===== config.mk =====
export PLATFORM = sky130hd
export DESIGN_NAME = capture_compare_timer
export DESIGN_NICKNAME = d
export VERILOG_FILES = /design/src/cct_pkg.sv /design/src/capture_compare_timer.sv
export SDC_FILE = /design/constraint.sdc
export NUM_CORES = 1
export LEC_CHECK = 0
export BUFFER_PORTS_ARGS = -buffer_cell sky130_fd_sc_hd__buf_2
export CELL_PAD_IN_SITES_DETAIL_PLACEMENT = 1
export CELL_PAD_IN_SITES_GLOBAL_PLACEMENT = 1
export CORE_MARGIN = 5
export CORE_UTILIZATION = 40
export DETAILED_ROUTE_END_ITERATION = 6
export GPL_TIMING_DRIVEN = 0
export PLACE_DENSITY_LB_ADDON = 0.1
export SYNTH_ARGS = -nofsm -noshare
export SYNTH_HDL_FRONTEND = slang
export SYNTH_SLANG_ARGS = --single-unit

===== constraint.sdc =====
create_clock -name aclk -period 3.4 [get_ports aclk]
set_input_delay 0.34 -clock aclk [delete_from_list [all_inputs] [get_ports aclk]]
set_output_delay 0.34 -clock aclk [all_outputs]
set_load 0.01 [all_outputs]

===== src/cct_pkg.sv =====
// Purpose: Shared constants and carriers for the six-channel timer core.
// Assumes: AXI4-Lite slave with 8-bit byte address and 32-bit data.
// Notes:   Registers are 8 bits wide in the low byte of each word.
package cct_pkg;

	localparam int          NUM_CH      = 6;
	localparam int          ADDR_W      = 8;

	// Byte addresses of the registers, one aligned word each.
	localparam logic [7:0]  ADDR_STATUS = 8'h00;
	localparam logic [7:0]  ADDR_CNT_HI = 8'h04;
	localparam logic [7:0]  ADDR_CNT_LO = 8'h08;
	localparam logic [7:0]  ADDR_MOD_HI = 8'h0c;
	localparam logic [7:0]  ADDR_MOD_LO = 8'h10;
	localparam logic [7:0]  ADDR_CH0    = 8'h14;
	localparam logic [5:0]  WORD_LAST   = 6'h0a;

	// Timer status/control field positions.
	localparam int          ST_OVF      = 7;
	localparam int          ST_OVF_IE   = 6;
	localparam int          ST_HALT     = 5;
	localparam int          ST_CNT_RST  = 4;

	// Channel status/control field positions.
	localparam int          CH_FLAG     = 7;
	localparam int          CH_IE       = 6;
	localparam int          CH_MSB      = 5;
	localparam int          CH_MSA      = 4;
	localparam int          CH_ELSB     = 3;
	localparam int          CH_ELSA     = 2;
	localparam int          CH_TOV      = 1;
	localparam int          CH_MAX      = 0;

	localparam logic [2:0]  PS_EXTERNAL = 3'h7;
	localparam logic [2:0]  PS_RESET    = 3'h0;
	localparam logic [15:0] MOD_RESET   = 16'hffff;
	localparam logic [1:0]  RESP_OKAY   = 2'h0;
	localparam logic [1:0]  RESP_SLVERR = 2'h2;

	typedef struct packed {
		logic [ADDR_W-1:0] awaddr;
		logic              awvalid;
		logic [31:0]       wdata;
		logic [3:0]        wstrb;
		logic              wvalid;
		logic              bready;
		logic [ADDR_W-1:0] araddr;
		logic              arvalid;
		logic              rready;
	} axi_req_t;

	typedef struct packed {
		logic              awready;
		logic              wready;
		logic [1:0]        bresp;
		logic              bvalid;
		logic              arready;
		logic [31:0]       rdata;
		logic [1:0]        rresp;
		logic              rvalid;
	} axi_rsp_t;

	typedef struct packed {
		logic flag;
		logic armed;
		logic ie;
		logic msb;
		logic msa;
		logic elsb;
		logic elsa;
		logic tov;
		logic max;
		logic pin_prev;
		logic pin_level;
	} chan_t;

endpackage


===== src/capture_compare_timer.sv =====
// Purpose: Counter, prescaler, overflow and channel flag core of a 16-bit
//          timer with six capture/compare channels, behind AXI4-Lite.
// Assumes: All pin inputs are synchronous to aclk; compare values come
//          from a separate channel register block.
// Notes:   Output compare pin actions beyond the preset level live outside.
`timescale 1ns/100ps

// Behaviour
// - Clock source value 111 clocks the counter from the external pin.
// - External pin used as timer clock is forced input, ignoring direction.
// - Values 000 to 110 divide bus clock by 1..64; reset gives 000.
// - Reaching modulo sets overflow flag; next timer clock counts from zero.
// - Overflow flag clears by read-then-write-zero; new overflow wins.
// - Overflow enable gates overflow request; reset clears enable.
// - Halt bit stops counting; reset sets it.
// - While halted, input captures are suppressed.
// - Counter reset bit clears counter and prescaler, self-clears, reads zero.
// - Halt plus counter reset in one write leaves counter halted at zero.
// - High byte read latches low byte until low byte is read.
// - Counter bytes are read-only; reset and counter reset clear them.
// - Modulo high write blocks overflow flag until modulo low is written.
// - Reset sets all modulo bits.
// - Channel flag sets on active edge or on compare match.
// - Channel flag clears by read-then-write-zero; new event wins.
// - Channel enable gates channel request; reset clears enable.
// - Buffered bit on even channels disables the odd partner channel.
// - With edge/level nonzero, mode A picks compare (1) or capture (0).
// - With edge/level zero, mode A picks initial level: 1 low, 0 high.
// - Capture edges: 01 rising, 10 falling, 11 either.
module capture_compare_timer (
	input  wire logic                     aclk,
	input  wire logic                     aresetn,
	input  wire cct_pkg::axi_req_t        axi_in,
	output      cct_pkg::axi_rsp_t        axi_out,
	input  wire logic                     external_timer_clock_pin,
	input  wire logic                     port_d_bit6_direction,
	output      logic                     ext_pin_drive_enable,
	output      logic                     ext_pin_is_timer_clock,
	input  wire logic [5:0]               channel_pin_in,
	input  wire logic [5:0][15:0]         compare_value,
	output      logic [5:0]               channel_pin_out,
	output      logic [5:0]               channel_pin_oe,
	output      logic [5:0]               capture_strobe,
	output      logic [15:0]              counter_value,
	output      logic                     overflow_irq,
	output      logic [5:0]               channel_irq
);

	typedef struct packed {
		logic                        ovf_flag;
		logic                        ovf_armed;
		logic                        ovf_ie;
		logic                        halt;
		logic [2:0]                  ps;
		logic [5:0]                  presc;
		logic                        ext_prev;
		logic [15:0]                 cnt;
		logic [15:0]                 mod;
		logic                        mod_hold;
		logic                        latched;
		logic [7:0]                  low_latch;
		logic                        aw_have;
		logic [cct_pkg::ADDR_W-1:0]  aw_addr;
		logic                        w_have;
		logic [7:0]                  wdata;
		logic                        wstrb0;
		logic                        bvalid;
		logic [1:0]                  bresp;
		logic                        rvalid;
		logic [7:0]                  rdata;
		logic [1:0]                  rresp;
		logic [5:0]                  cap_strobe;
		cct_pkg::chan_t [5:0]        chan;
	} state_t;

	state_t      s_reg;
	state_t      s_next;
	logic        run;
	logic        tick;
	logic        ext_rise;
	logic [5:0]  mask;
	logic [15:0] cnt_next;
	logic        ovf_event;
	logic        do_wr;
	logic        wr_ok;
	logic [5:0]  wr_word;
	logic [5:0]  rd_word;
	logic        rd_en;
	logic        trst_wr;
	logic [5:0]  linked_off;
	logic [5:0]  cap_vec;
	logic [5:0]  ev_vec;
	logic [7:0]  rd_val;

	assign axi_out.awready = !s_reg.aw_have && !s_reg.bvalid;
	assign axi_out.wready  = !s_reg.w_have && !s_reg.bvalid;
	assign axi_out.arready = !s_reg.rvalid;
	assign axi_out.bvalid  = s_reg.bvalid;
	assign axi_out.bresp   = s_reg.bresp;
	assign axi_out.rvalid  = s_reg.rvalid;
	assign axi_out.rresp   = s_reg.rresp;
	assign axi_out.rdata   = {24'h000000, s_reg.rdata};

	// While it clocks the timer the pin is never driven by port logic.
	assign ext_pin_is_timer_clock = (s_reg.ps == cct_pkg::PS_EXTERNAL);
	assign ext_pin_drive_enable   = port_d_bit6_direction &&
	                                !ext_pin_is_timer_clock;
	assign counter_value  = s_reg.cnt;
	assign capture_strobe = s_reg.cap_strobe;
	assign overflow_irq   = s_reg.ovf_flag && s_reg.ovf_ie;

	always_comb begin
		s_next     = s_reg;
		run        = !s_reg.halt;
		rd_en      = axi_in.arvalid && !s_reg.rvalid;
		rd_word    = axi_in.araddr[7:2];
		do_wr      = s_reg.aw_have && s_reg.w_have;
		wr_word    = s_reg.aw_addr[7:2];
		wr_ok      = do_wr && s_reg.wstrb0 && (wr_word <= cct_pkg::WORD_LAST);
		trst_wr    = wr_ok && (wr_word == cct_pkg::ADDR_STATUS[7:2]) &&
		             s_reg.wdata[cct_pkg::ST_CNT_RST];
		ext_rise   = external_timer_clock_pin && !s_reg.ext_prev;
		mask       = 6'((7'h01 << s_reg.ps) - 7'h01);
		// The prescaler taps a free-running divider, so a new ratio takes
		// effect at once without waiting for a full period of the old one.
		if (s_reg.ps == cct_pkg::PS_EXTERNAL) begin
			tick = ext_rise;
		end else begin
			tick = ((s_reg.presc & mask) == mask);
		end
		if (s_reg.cnt == s_reg.mod) begin
			cnt_next = 16'h0000;
		end else begin
			cnt_next = s_reg.cnt + 16'h0001;
		end
		ovf_event = run && tick && !s_reg.mod_hold && !trst_wr &&
		            (cnt_next == s_reg.mod);

		s_next.ext_prev = external_timer_clock_pin;
		if (run) begin
			s_next.presc = s_reg.presc + 6'h01;
			if (tick) begin
				s_next.cnt = cnt_next;
			end
		end

		// Channel events.
		for (int i = 0; i < cct_pkg::NUM_CH; i++) begin
			linked_off[i] = (i % 2 == 1) && s_reg.chan[i - (i % 2)].msb;
			cap_vec[i] = run && !linked_off[i] && !s_reg.chan[i].msb &&
			             !s_reg.chan[i].msa &&
			             ((s_reg.chan[i].elsa && channel_pin_in[i] &&
			               !s_reg.chan[i].pin_prev) ||
			              (s_reg.chan[i].elsb && !channel_pin_in[i] &&
			               s_reg.chan[i].pin_prev));
			ev_vec[i]  = cap_vec[i] ||
			             (run && tick && !linked_off[i] &&
			              (s_reg.chan[i].msb || s_reg.chan[i].msa) &&
			              (cnt_next == compare_value[i]));
			s_next.chan[i].pin_prev = channel_pin_in[i];
			if ({s_reg.chan[i].elsb, s_reg.chan[i].elsa} == 2'b00) begin
				s_next.chan[i].pin_level = !s_reg.chan[i].msa;
			end
		end
		s_next.cap_strobe = cap_vec;

		// Read side effects and data.
		rd_val = 8'h00;
		case (rd_word)
			cct_pkg::ADDR_STATUS[7:2]: begin
				rd_val = {s_reg.ovf_flag, s_reg.ovf_ie, s_reg.halt,
				          2'b00, s_reg.ps};
				if (rd_en && s_reg.ovf_flag) begin
					s_next.ovf_armed = 1'b1;
				end
			end
			cct_pkg::ADDR_CNT_HI[7:2]: begin
				rd_val = s_reg.cnt[15:8];
				if (rd_en && !s_reg.latched) begin
					s_next.latched   = 1'b1;
					s_next.low_latch = s_reg.cnt[7:0];
				end
			end
			cct_pkg::ADDR_CNT_LO[7:2]: begin
				rd_val = s_reg.latched ? s_reg.low_latch : s_reg.cnt[7:0];
				if (rd_en) begin
					s_next.latched = 1'b0;
				end
			end
			cct_pkg::ADDR_MOD_HI[7:2]: rd_val = s_reg.mod[15:8];
			cct_pkg::ADDR_MOD_LO[7:2]: rd_val = s_reg.mod[7:0];
			default: begin
				for (int i = 0; i < cct_pkg::NUM_CH; i++) begin
					if ((rd_word == cct_pkg::ADDR_CH0[7:2] + 6'(i)) &&
					    !linked_off[i]) begin
						rd_val = {s_reg.chan[i].flag, s_reg.chan[i].ie,
						          s_reg.chan[i].msb, s_reg.chan[i].msa,
						          s_reg.chan[i].elsb, s_reg.chan[i].elsa,
						          s_reg.chan[i].tov, s_reg.chan[i].max};
						if (rd_en && s_reg.chan[i].flag) begin
							s_next.chan[i].armed = 1'b1;
						end
					end
				end
			end
		endcase

		// Register writes.
		if (wr_ok) begin
			case (wr_word)
				cct_pkg::ADDR_STATUS[7:2]: begin
					s_next.ovf_ie = s_reg.wdata[cct_pkg::ST_OVF_IE];
					s_next.halt   = s_reg.wdata[cct_pkg::ST_HALT];
					s_next.ps     = s_reg.wdata[2:0];
					if (!s_reg.wdata[cct_pkg::ST_OVF] && s_reg.ovf_armed) begin
						s_next.ovf_flag  = 1'b0;
						s_next.ovf_armed = 1'b0;
					end
				end
				cct_pkg::ADDR_MOD_HI[7:2]: begin
					s_next.mod[15:8] = s_reg.wdata;
					s_next.mod_hold  = 1'b1;
				end
				cct_pkg::ADDR_MOD_LO[7:2]: begin
					s_next.mod[7:0]  = s_reg.wdata;
					s_next.mod_hold  = 1'b0;
				end
				default: begin
					for (int i = 0; i < cct_pkg::NUM_CH; i++) begin
						if ((wr_word == cct_pkg::ADDR_CH0[7:2] + 6'(i)) &&
						    !linked_off[i]) begin
							s_next.chan[i].ie   = s_reg.wdata[cct_pkg::CH_IE];
							s_next.chan[i].msb  = (i % 2 == 0) &&
							                      s_reg.wdata[cct_pkg::CH_MSB];
							s_next.chan[i].msa  = s_reg.wdata[cct_pkg::CH_MSA];
							s_next.chan[i].elsb = s_reg.wdata[cct_pkg::CH_ELSB];
							s_next.chan[i].elsa = s_reg.wdata[cct_pkg::CH_ELSA];
							s_next.chan[i].tov  = s_reg.wdata[cct_pkg::CH_TOV];
							s_next.chan[i].max  = s_reg.wdata[cct_pkg::CH_MAX];
							if (!s_reg.wdata[cct_pkg::CH_FLAG] &&
							    s_reg.chan[i].armed) begin
								s_next.chan[i].flag  = 1'b0;
								s_next.chan[i].armed = 1'b0;
							end
						end
					end
				end
			endcase
		end

		// Counter reset overrides counting; the bit itself is never stored.
		if (trst_wr) begin
			s_next.cnt     = 16'h0000;
			s_next.presc   = 6'h00;
			s_next.latched = 1'b0;
		end

		// Hardware set beats a pending clear and disarms it.
		if (ovf_event) begin
			s_next.ovf_flag  = 1'b1;
			s_next.ovf_armed = 1'b0;
		end
		for (int i = 0; i < cct_pkg::NUM_CH; i++) begin
			if (ev_vec[i]) begin
				s_next.chan[i].flag  = 1'b1;
				s_next.chan[i].armed = 1'b0;
			end
		end

		// Bus channels.
		if (s_reg.bvalid && axi_in.bready) begin
			s_next.bvalid = 1'b0;
		end
		if (s_reg.rvalid && axi_in.rready) begin
			s_next.rvalid = 1'b0;
		end
		if (axi_in.awvalid && axi_out.awready) begin
			s_next.aw_have = 1'b1;
			s_next.aw_addr = axi_in.awaddr;
		end
		if (axi_in.wvalid && axi_out.wready) begin
			s_next.w_have = 1'b1;
			s_next.wdata  = axi_in.wdata[7:0];
			s_next.wstrb0 = axi_in.wstrb[0];
		end
		if (do_wr) begin
			s_next.aw_have = 1'b0;
			s_next.w_have  = 1'b0;
			s_next.bvalid  = 1'b1;
			s_next.bresp   = (wr_word <= cct_pkg::WORD_LAST) ?
			                 cct_pkg::RESP_OKAY : cct_pkg::RESP_SLVERR;
		end
		if (rd_en) begin
			s_next.rvalid = 1'b1;
			s_next.rdata  = rd_val;
			s_next.rresp  = (rd_word <= cct_pkg::WORD_LAST) ?
			                cct_pkg::RESP_OKAY : cct_pkg::RESP_SLVERR;
		end
	end

	always_ff @(posedge aclk) begin
		if (!aresetn) begin
			s_reg       <= '0;
			s_reg.halt  <= 1'b1;
			s_reg.ps    <= cct_pkg::PS_RESET;
			s_reg.mod   <= cct_pkg::MOD_RESET;
		end else begin
			s_reg <= s_next;
		end
	end

	always_comb begin
		for (int i = 0; i < cct_pkg::NUM_CH; i++) begin
			channel_irq[i]     = s_reg.chan[i].flag && s_reg.chan[i].ie;
			channel_pin_out[i] = s_reg.chan[i].pin_level;
			// Capture pins, linked-off channels and preset channels stay with the port.
			channel_pin_oe[i]  = !linked_off[i] &&
			                     (s_reg.chan[i].msb || s_reg.chan[i].msa) &&
			                     ({s_reg.chan[i].elsb,
			                       s_reg.chan[i].elsa} != 2'b00);
		end
	end
endmodule


* Word-level counts from Yosys, hierarchy flattened
Cells that the tools add are included.
Word-level totals: output and inout bits 84, register bits 158, bits of input ports 163, word-level logic and storage cells 433
Operators by class: mux-type cells 74, order comparisons 2, shift-type cells 1, add/sub/neg operators 3, reductions and logical operators 226, equal/unequal tests 36, bitwise logic cells 4
Operators with widths (number):
- $mux 9 | 19
- $eq 16x16->1 | 8
- $logic_and 1x1->1 | 109
- $reduce_bool 2->1 | 31
- $mux 8 | 7
- $eq 6x3->1 const B | 8
- $pmux 8 s5 | 1
- $eq 6x4->1 const B | 6
- $logic_not 1->1 | 32
- $mux 2 | 16
- $mux 1 | 24
- $reduce_and 3->1 | 8
- $reduce_and 4->1 | 6
- $eq 6x2->1 const B | 3
- $reduce_or 2->1 | 9
- $add 16x1->16 const B | 1
- $mux 16 | 1
- $logic_or 1x1->1 | 15
- $mux 7 | 2
- $le 6x4->1 const B | 2
- $logic_not 2->1 | 6
- $logic_not 6->1 | 2
- $ne 2x1->1 const B | 6
- $reduce_and 2->1 | 6
- other kinds (14) | 18

* Longest topological paths before layout
Gate-level depths: netlist of the first run.
word-level depth 12, gate-level depth with buffers 13, depth with buffers taken out 9

* Worst setup path before layout of the first run
No wires, ideal clock.
kind register -> register, start reg s_reg (netlist bit counter_value[1]), end reg s_reg[65] (netlist name), stages on the path, launching flop included 11, path buffers 1, clock period less this slack 2.954 ns, data required time 3.340 ns, slack 0.446 ns, arrival time 2.894 ns, library setup time 0.060 ns, cell sequence dfxtp_1 -> ha_1 -> nand3_2 -> buf_6 -> or4_4 -> and2_4 -> a221o_1 -> a2111oi_2 -> o2111ai_1 -> nor4_2 -> o31a_1
Between the ends: cells in the longest elaborated chain, start to end 7, elaborated cells between the ends (all ways) 12, those cells by class add/sub (1); eq/ne (3); mux (2); reduce/logical (6)
RTL lines:
- from (decl) | line capture_compare_timer.sv:76 | state_t s_reg;
- from (signal assigned) | line capture_compare_timer.sv:308 | s_reg <= s_next;
- $add 16x1->16 / $eq 16x16->1 (equally long branches) | line capture_compare_timer.sv:134, capture_compare_timer.sv:131
- $mux 16 (*) | line capture_compare_timer.sv:131 | if (s_reg.cnt == s_reg.mod) begin
- $eq 16x16->1 (*) | line capture_compare_timer.sv:159 | (cnt_next == compare_value[i]));
- $logic_and 1x1->1 (*) | line capture_compare_timer.sv:158 | (s_reg.chan[i].msb || s_reg.chan[i].msa) &&
- $logic_or 1x1->1 (*) | line capture_compare_timer.sv:156 | ev_vec[i] = cap_vec[i] ||
- $ne 2x1->1 (no source line) / $reduce_bool 2->1 (equally long branches)
- $reduce_and 4->1 (no source line)
Every way passes the cells marked *; elsewhere a longest branch is shown, timed or not. A chain may end at the register's enable or synchronous reset.

* Worst setup path after layout of the first run
start reg s_reg[125] (netlist name), end reg s_reg[20] (netlist name)
Between the ends: cells in the longest elaborated chain, start to end 6
RTL lines (line):
- $eq 16x16->1 | capture_compare_timer.sv:131
- $mux 16 | capture_compare_timer.sv:131
- $eq 16x16->1 | capture_compare_timer.sv:159
- $logic_and 1x1->1 | capture_compare_timer.sv:158
- $logic_or 1x1->1 | capture_compare_timer.sv:156
- $reduce_or 2->1 (no source line)
No other way between the ends.

==> impl_metrics.tcl, run 1 <==
set metrics [dict create \
    failed_checks "negative setup slack" \
    min_period_ns 3.48 \
    grt_pass1_wl_um 69800 \
    maximum_number_of_pins_on_one_net_before_global_route_repair 17 \
    floorplan.initialDensity_pct 40.6 \
    fp.dieW_um 172 \
    use_met3_pct 4.23 \
    required_time_worst_endpoint_ns 3.70 \
    cts_num_sinks 154 \
    drt-total-wl_um 47300 \
    synthDistinctLibCells 84 \
    layout_worst_path_cycle_share_pct 102 \
    critical-path-max-stage-delay_ns 0.62 \
    flip_flop_and_latch_count_after_synthesis 154 \
    setup_ws_ns -0.0839 \
    nNetsFinal 1774 \
    async_reset_ff_share_pct 0 \
    worst_hold_path_type "input port to register" \
    die-area_mm2 0.0297 \
    synth_largest_area_cell "sky130_fd_sc_hd__dfxtp_1" \
    vias 11657 \
    ys_top_cells_by_area "sky130_fd_sc_hd__dfxtp_1 (29%), sky130_fd_sc_hd__mux2i_1 (6.2%), sky130_fd_sc_hd__xnor2_1 (5.6%)" \
    layout.filler_cells 3260 \
    floorplan.io_pins 247 \
    synth_top_area_share_pct 29.2 \
    number_of_clock_buffers_inserted_by_tritoncts 17 \
    gr-usage-met2_pct 52.2 \
    pwr-share-comb_pct 12.1 \
    port-buffer-count 187 \
    final-setup-viol-count 3 \
    drt-vias-per-instance 5.96 \
    grt_antenna_before_repair 0 \
    grt-ovfl-total 0 \
    antenna_violation_net_count_after_detailed_routing 0 \
    placed_area_mm2 0.0120 \
    finish.cell_count_without_fillers 1957 \
    seq_area_mm2 0.00310 \
    run_status "finished with violations" \
    clk_pin_slew_ns 0.07 \
    tritoncts "yes" \
    pwr-share-clk_pct 45.5 \
    cells_along_the_critical_path "xnor2_1 -> nand4_1 -> or4_4 -> buf_8 -> a211o_1 -> a222oi_1 -> o2111ai_1 -> o41ai_2 -> buf_4 -> nor2_1" \
    first_iter_violations 902 \
    worst_path_dominant_cell_family "compound AO/OA/AOI/OAI gates" \
    floorplan.die.height_um 172 \
    design_area_mm2 0.0131 \
    synth-seq-area-share_pct 29.2 \
    max-slew-margin-rel_pct 5.55 \
    worst_setup_path_start_kind "register" \
    global_route.usage.met1_pct 38.6 \
    ctsHtreeMaxLevel 4 \
    number_of_search_and_repair_iterations_in_the_first_detailed_routing_pass 5 \
    seqPwrFrac_pct 42.4 \
    cp.buffers_inverters 2 \
    insertion_delay_ns 0.44 \
    cts.root.buffer_cell "sky130_fd_sc_hd__clkbuf_16" \
    synthesis.instances 1365 \
    rows 59 \
    post-route-drc-count 0 \
    p_per_area_mw_per_mm2 334 \
    unrepaired_setup_endpoints_after_global_routing "true" \
    worst_ep_arrival_time_ns 3.78 \
    synth-edff-count 0 \
    clock-skew-final_ns 0.0173 \
    layout-drive-gt1-share_pct 24.8 \
    ir_drop_uv 345 \
    report.final.hold_viol_count 0 \
    report.final.slew_viol_count 0 \
    internal_power_mw 3.17 \
    grt_use_total_pct 31.1 \
    criticalPathCategory "register to register" \
    crit_slowest_cell "sky130_fd_sc_hd__a222oi_1" \
    synth_top_cells_by_count "sky130_fd_sc_hd__nor2_1 (156), sky130_fd_sc_hd__dfxtp_1 (154), sky130_fd_sc_hd__nand2_1 (147)" \
    first_global_vias 11720 \
    wire_per_inst_um 24.2 \
    worst_pin_slew_ns 1.40 \
    synthesis.area_per_instance_um2 7.73 \
    gp_congestion 0.958 \
    flip_flop_count_of_the_largest_register_after_layout 111 \
    syn-cell-area_mm2 0.0105 \
    clock.fmax_mhz 287 \
    dp_cells 1912 \
    yosys_warning_count 0 \
    multi_input_area_mm2 0.00694 \
    detailedPlacementHpwl_um 36000 \
    switching_share_pct 27.8 \
    cts_hold_buffers 0 \
    dominantRegCellSynth "sky130_fd_sc_hd__dfxtp_1" \
    cellLeakagePower_nw 5.47 \
    maxCapViolations 0 \
    grt_max_usage_layer "met2" \
    worstSetupEndpointType "register" \
    area_delta_synth_final_pct 24.7 \
    synth.most_common_cell "sky130_fd_sc_hd__nor2_1" \
    power_dissipated_by_switching_net_loads_mw 1.22 \
    number_of_antenna_diodes 0 \
    clk_path_buf_depth 2 \
    core-area_mm2 0.0260 \
    critical_path_peak_fanout 6 \
]
[metrics by stage]
| stage | hold slack [ns] | setup WS, ns | util [%] | total power, mW | setup TNS (ns) |
|---|---|---|---|---|---|
| finish | 0.0897 | -0.0839 | 50.6 | 4.39 | -0.189 |
| global route | 0.0900 | -0.135 | 50.6 | 4.53 | -0.515 |
| CTS | 0.0773 | 0.0117 | 50.3 | 4.39 | 0 |
| detailed placement | 0.450 | -1.71 | 46.2 | 2.41 | -26.32 |
| global placement | 0.441 | -1.72 | 46.2 | 2.40 | -26.58 |
| floorplan | 0.431 | 0.446 | - | 2.17 | 0 |
[kinds of logic (layout without fill, tap and decap cells)]
| logic type | count (synthesis) | count (layout) | share of synthesized area [%] |
|---|---|---|---|
| muxes | 75 | 75 | 7.77 |
| AOI/OAI and AO/OA | 295 | 295 | 18.7 |
| adders and majority gates | 2 | 2 | 0.237 |
| other | 1 | 26 | 0.0356 |
| buffers and inverters | 178 | 410 | 9.05 |
| xor gates and xnor gates | 92 | 92 | 8.23 |
| and+or+nand+nor | 568 | 568 | 26.8 |
| DFF | 154 | 154 | 29.2 |
[layer usage]
| layer | wire length, um | part of all wire (%) |
|---|---|---|
| met5 | 0 | 0 |
| met4 | 2840 | 6.0 |
| met3 | 3140 | 6.6 |
| met2 | 22100 | 47 |
| met1 | 19200 | 41 |
[final cells by class]
type / instances / area share, %
inverters: 18 / 0.514
plain buffers: 156 / 7.31
multi-input cells: 1058 / 52.7
flip-flops and latches: 154 / 23.6
clock inverters: 14 / 1.32
repair buffers: 204 / 8.09
well taps: 335 / 3.19
clock buffers: 18 / 3.26
[what timing repair did]
item | 4_1_cts | 5_1_grt
setup endpoints to repair | 27 | 27
resized for setup | 80 | 15
pin swaps | 17 | 8
buffers inserted | 14 | 3
[power groups by stage]
stage	clock, mW	sequential, mW	combinational [mW]
2_1_floorplan	0	1.89	0.280
3_3_place_gp	0	1.90	0.502
3_5_place_dp	0	1.90	0.511
4_1_cts	2.01	1.86	0.518
5_1_grt	2.10	1.86	0.569
6_report	2.00	1.86	0.529
[cell usage in the layout, fill, tap and decap left out, drive strengths merged, types with 12 or more instances in the layout]
cell	synthesis	layout
xnor2	68	68
dfxtp	154	154
inv	17	28
o21ai	72	72
a31oi	20	20
clkbuf	66	79
a211oi	18	18
nor3	40	40
buf	94	299
nor2	157	157
nand4	17	17
conb	1	26
o32ai	14	14
nor4	19	19
mux2i	65	65
a21oi	66	66
nand2b	16	16
nand2	147	147
nand3b	13	13
and3	12	12
and2	24	24
nand3	66	66
xor2	20	20
[worst register-to-register path: cells and delay by family, from the launching register on]
family                 cells  cell delay [ns]
AO/OA/AOI/OAI              4             1.49
AND/OR/NAND/NOR            3             0.81
flip-flops                 1             0.55
buffers and inverters      2             0.34
XOR/XNOR                   1             0.17
[worst paths after layout]
path / from / to / slack (ns) / depth (start not counted)
setup / recovery: s_reg[125] / s_reg[20] / -0.08 / 10
hold / removal: axi_in[0] / axi_out[0] / 0.09 / 2
setup reg to reg: s_reg[125] / s_reg[20] / -0.08 / 10
hold reg to reg: s_reg[86] / s_reg[86] / 0.46 / 2
Power figures use the tool's default switching activity.
==> run 2, diff against run 1 <==
Settings changed: CORE_UTILIZATION 40 to 35.
Clock period 3.4 ns to 3.06 ns, I/O delays scaled along.
==> run 2 against run 1 <==
Net effect:
- utilization fell by 3.9 points
- critical path depth rose by 1
- the flow still finishes with violations (negative setup slack)
- hold slack got worse by 0.041 ns
- largest cell class unchanged
==> impl_metrics.tcl, run 2 (same netlist as run 1, synthesis figures left out) <==
set metrics [dict create \
    run_status "finished with violations" \
    failed_checks "negative setup slack" \
    floorplan.die.height_um 184 \
    final-setup-viol-count 6 \
    critical-path-max-stage-delay_ns 0.61 \
    worst_setup_path_start_kind "register" \
    top_layer_used "met4" \
    cts_num_sinks 154 \
    grt_antenna_before_repair 1 \
    worstReg2RegEnd "s_reg[21]" \
    critical_path_peak_fanout 6 \
    area_delta_synth_final_pct 31.7 \
    crit_slowest_cell "sky130_fd_sc_hd__or4_4" \
    max-slew-margin-rel_pct 22.5 \
    drt-total-wl_um 50100 \
    fp.dieW_um 184 \
    number_of_clock_buffers_inserted_by_tritoncts 17 \
    ir_drop_uv 302 \
    cellLeakagePower_nw 5.79 \
    worst_ep_arrival_time_ns 3.62 \
    antenna_violation_net_count_after_detailed_routing 0 \
    maxCapViolations 0 \
    tritoncts "yes" \
    criticalPathCategory "register to register" \
    cp.buffers_inverters 3 \
    layout-drive-gt1-share_pct 30.1 \
    port-buffer-count 187 \
    report.final.hold_viol_count 0 \
    worst_pin_slew_ns 1.15 \
    setup_ws_ns -0.188 \
    worst_path_dominant_cell_family "compound AO/OA/AOI/OAI gates" \
    required_time_worst_endpoint_ns 3.43 \
    clock-skew-final_ns 0.0152 \
    worstSetupEndpointType "register" \
    pre_cts_ws_ns -1.87 \
    vias 11804 \
    setup.reg_to_reg.worst_slack_ns -0.19 \
    grt-ovfl-total 0 \
    insertion_delay_ns 0.43 \
    first_iter_violations 933 \
    layout.cells.most_common "sky130_fd_sc_hd__buf_2" \
    first_global_vias 11884 \
    setup_tns_ns -0.925 \
    post_layout_total_power_mw 4.78 \
    final_cell_mix "sky130_fd_sc_hd__buf_2 (193), sky130_fd_sc_hd__nor2_1 (151), sky130_fd_sc_hd__nand2_1 (145)" \
    clock.fmax_mhz 308 \
    wire_per_inst_um 24.5 \
    gp_congestion 0.938 \
    detailedPlacementHpwl_um 37300 \
    flip_flop_count_of_the_largest_register_after_layout 111 \
    min_period_ns 3.25 \
    fin_util_pct 46.7 \
    cts.root.buffer_cell "sky130_fd_sc_hd__clkbuf_16" \
    p_per_area_mw_per_mm2 344 \
    nNetsFinal 1804 \
    layout_worst_path_cycle_share_pct 106 \
    finish.cell_count_without_fillers 2042 \
    clk_pin_slew_ns 0.07 \
    core-area_mm2 0.0297 \
    hold_path_startpoint "axi_in[0]" \
    grt_pass1_wl_um 73500 \
    met3WireLength_um 3430 \
    placed_area_mm2 0.0121 \
    met2_wl_post_dr_um 23100 \
    grt_use_total_pct 28.6 \
    post-route-drc-count 0 \
    clk_path_buf_depth 2 \
    drt-vias-per-instance 5.78 \
    number_of_antenna_diodes 0 \
    cells_along_the_critical_path "clkbuf_16 -> xnor2_2 -> nand4_1 -> or4_4 -> buf_8 -> a211o_1 -> a222oi_1 -> o2111ai_2 -> o41ai_2 -> buf_4 -> o21a_1" \
    floorplan.io_pins 247 \
    worst_hold_path_type "input port to register" \
    r2r_start "counter_value[0]" \
    die-area_mm2 0.0337 \
    ctsHtreeMaxLevel 4 \
    timing.reg2reg.worst_path_depth 11 \
    hold-path-endpoint "axi_out[0]" \
    hold_slack_ns 0.0488 \
    whs_path_depth 2 \
    maximum_number_of_pins_on_one_net_before_global_route_repair 17 \
    number_of_search_and_repair_iterations_in_the_first_detailed_routing_pass 5 \
    unrepaired_setup_endpoints_after_global_routing "true" \
    floorplan.initialDensity_pct 35.5 \
    dp_cells 1968 \
    rows 63 \
    detail_route.wirelength.met1_um 21000 \
    report.final.slew_viol_count 0 \
    design_area_mm2 0.0139 \
]
-- run 2: changes by cell type in the layout (fill, tap and decap cells not counted), sizes merged --
cell    before  now
inv         28   25
clkinv       2    6
clkbuf      79   76
bufinv       2    1
buf        299  332
-- run 2: layout make-up --
| cell class | instances | area (um2) |
|---|---|---|
| multi-input cells | 1058 | 7230 |
| well taps | 390 | 488 |
| clock inverters | 14 | 131 |
| repair buffers | 236 | 1360 |
| fillers | 3670 | 15800 |
| flip-flops and latches | 154 | 3120 |
| plain buffers | 154 | 1040 |
| inverters | 18 | 67.6 |
| clock buffers | 18 | 439 |
-- run 2: worst max path at each step --
stage | from | to | slack [ns] | depth (start not counted)
6_report | counter_value[0] | s_reg[21] | -0.19 | 11
5_1_grt | counter_value[0] | s_reg[21] | -0.31 | 10
4_1_cts | counter_value[5] | s_reg[21] | -0.27 | 11
3_5_place_dp | counter_value[0] | s_reg[9] | -1.87 | 11
3_3_place_gp | counter_value[0] | s_reg[9] | -1.96 | 11
2_1_floorplan | counter_value[1] | s_reg[65] | 0.11 | 10
-- run 2: power breakdown --
part           switching [mW]  internal (mW)
combinational           0.366          0.240
clock                   0.945           1.16
sequential             0.0303           2.04
total                    1.34           3.44
-- run 2: what timing repair did --
action                     4_1_cts  5_1_grt
pin swaps                       20       36
cloned                           0        0
setup buffers                   28       21
resized for setup              120       98
setup endpoints to repair       36       39
hold buffers                     0        0
-- run 2: worst register-to-register path: stages (launching register included) --
cell and delay (ns):
sky130_fd_sc_hd__dfxtp_4 0.37, sky130_fd_sc_hd__clkbuf_16 0.16, sky130_fd_sc_hd__xnor2_2 0.14, sky130_fd_sc_hd__nand4_1 0.13
sky130_fd_sc_hd__or4_4 0.61, sky130_fd_sc_hd__buf_8 0.16, sky130_fd_sc_hd__a211o_1 0.25, sky130_fd_sc_hd__a222oi_1 0.57
sky130_fd_sc_hd__o2111ai_2 0.26, sky130_fd_sc_hd__o41ai_2 0.25, sky130_fd_sc_hd__buf_4 0.18, sky130_fd_sc_hd__o21a_1 0.10
-- run 2: layer usage --
layer,global-route usage [%],vias up
li1,-,5389
met1,36.3,5768
met2,47.2,524
met3,4.93,123
met4,14.0,0
met5,0,-
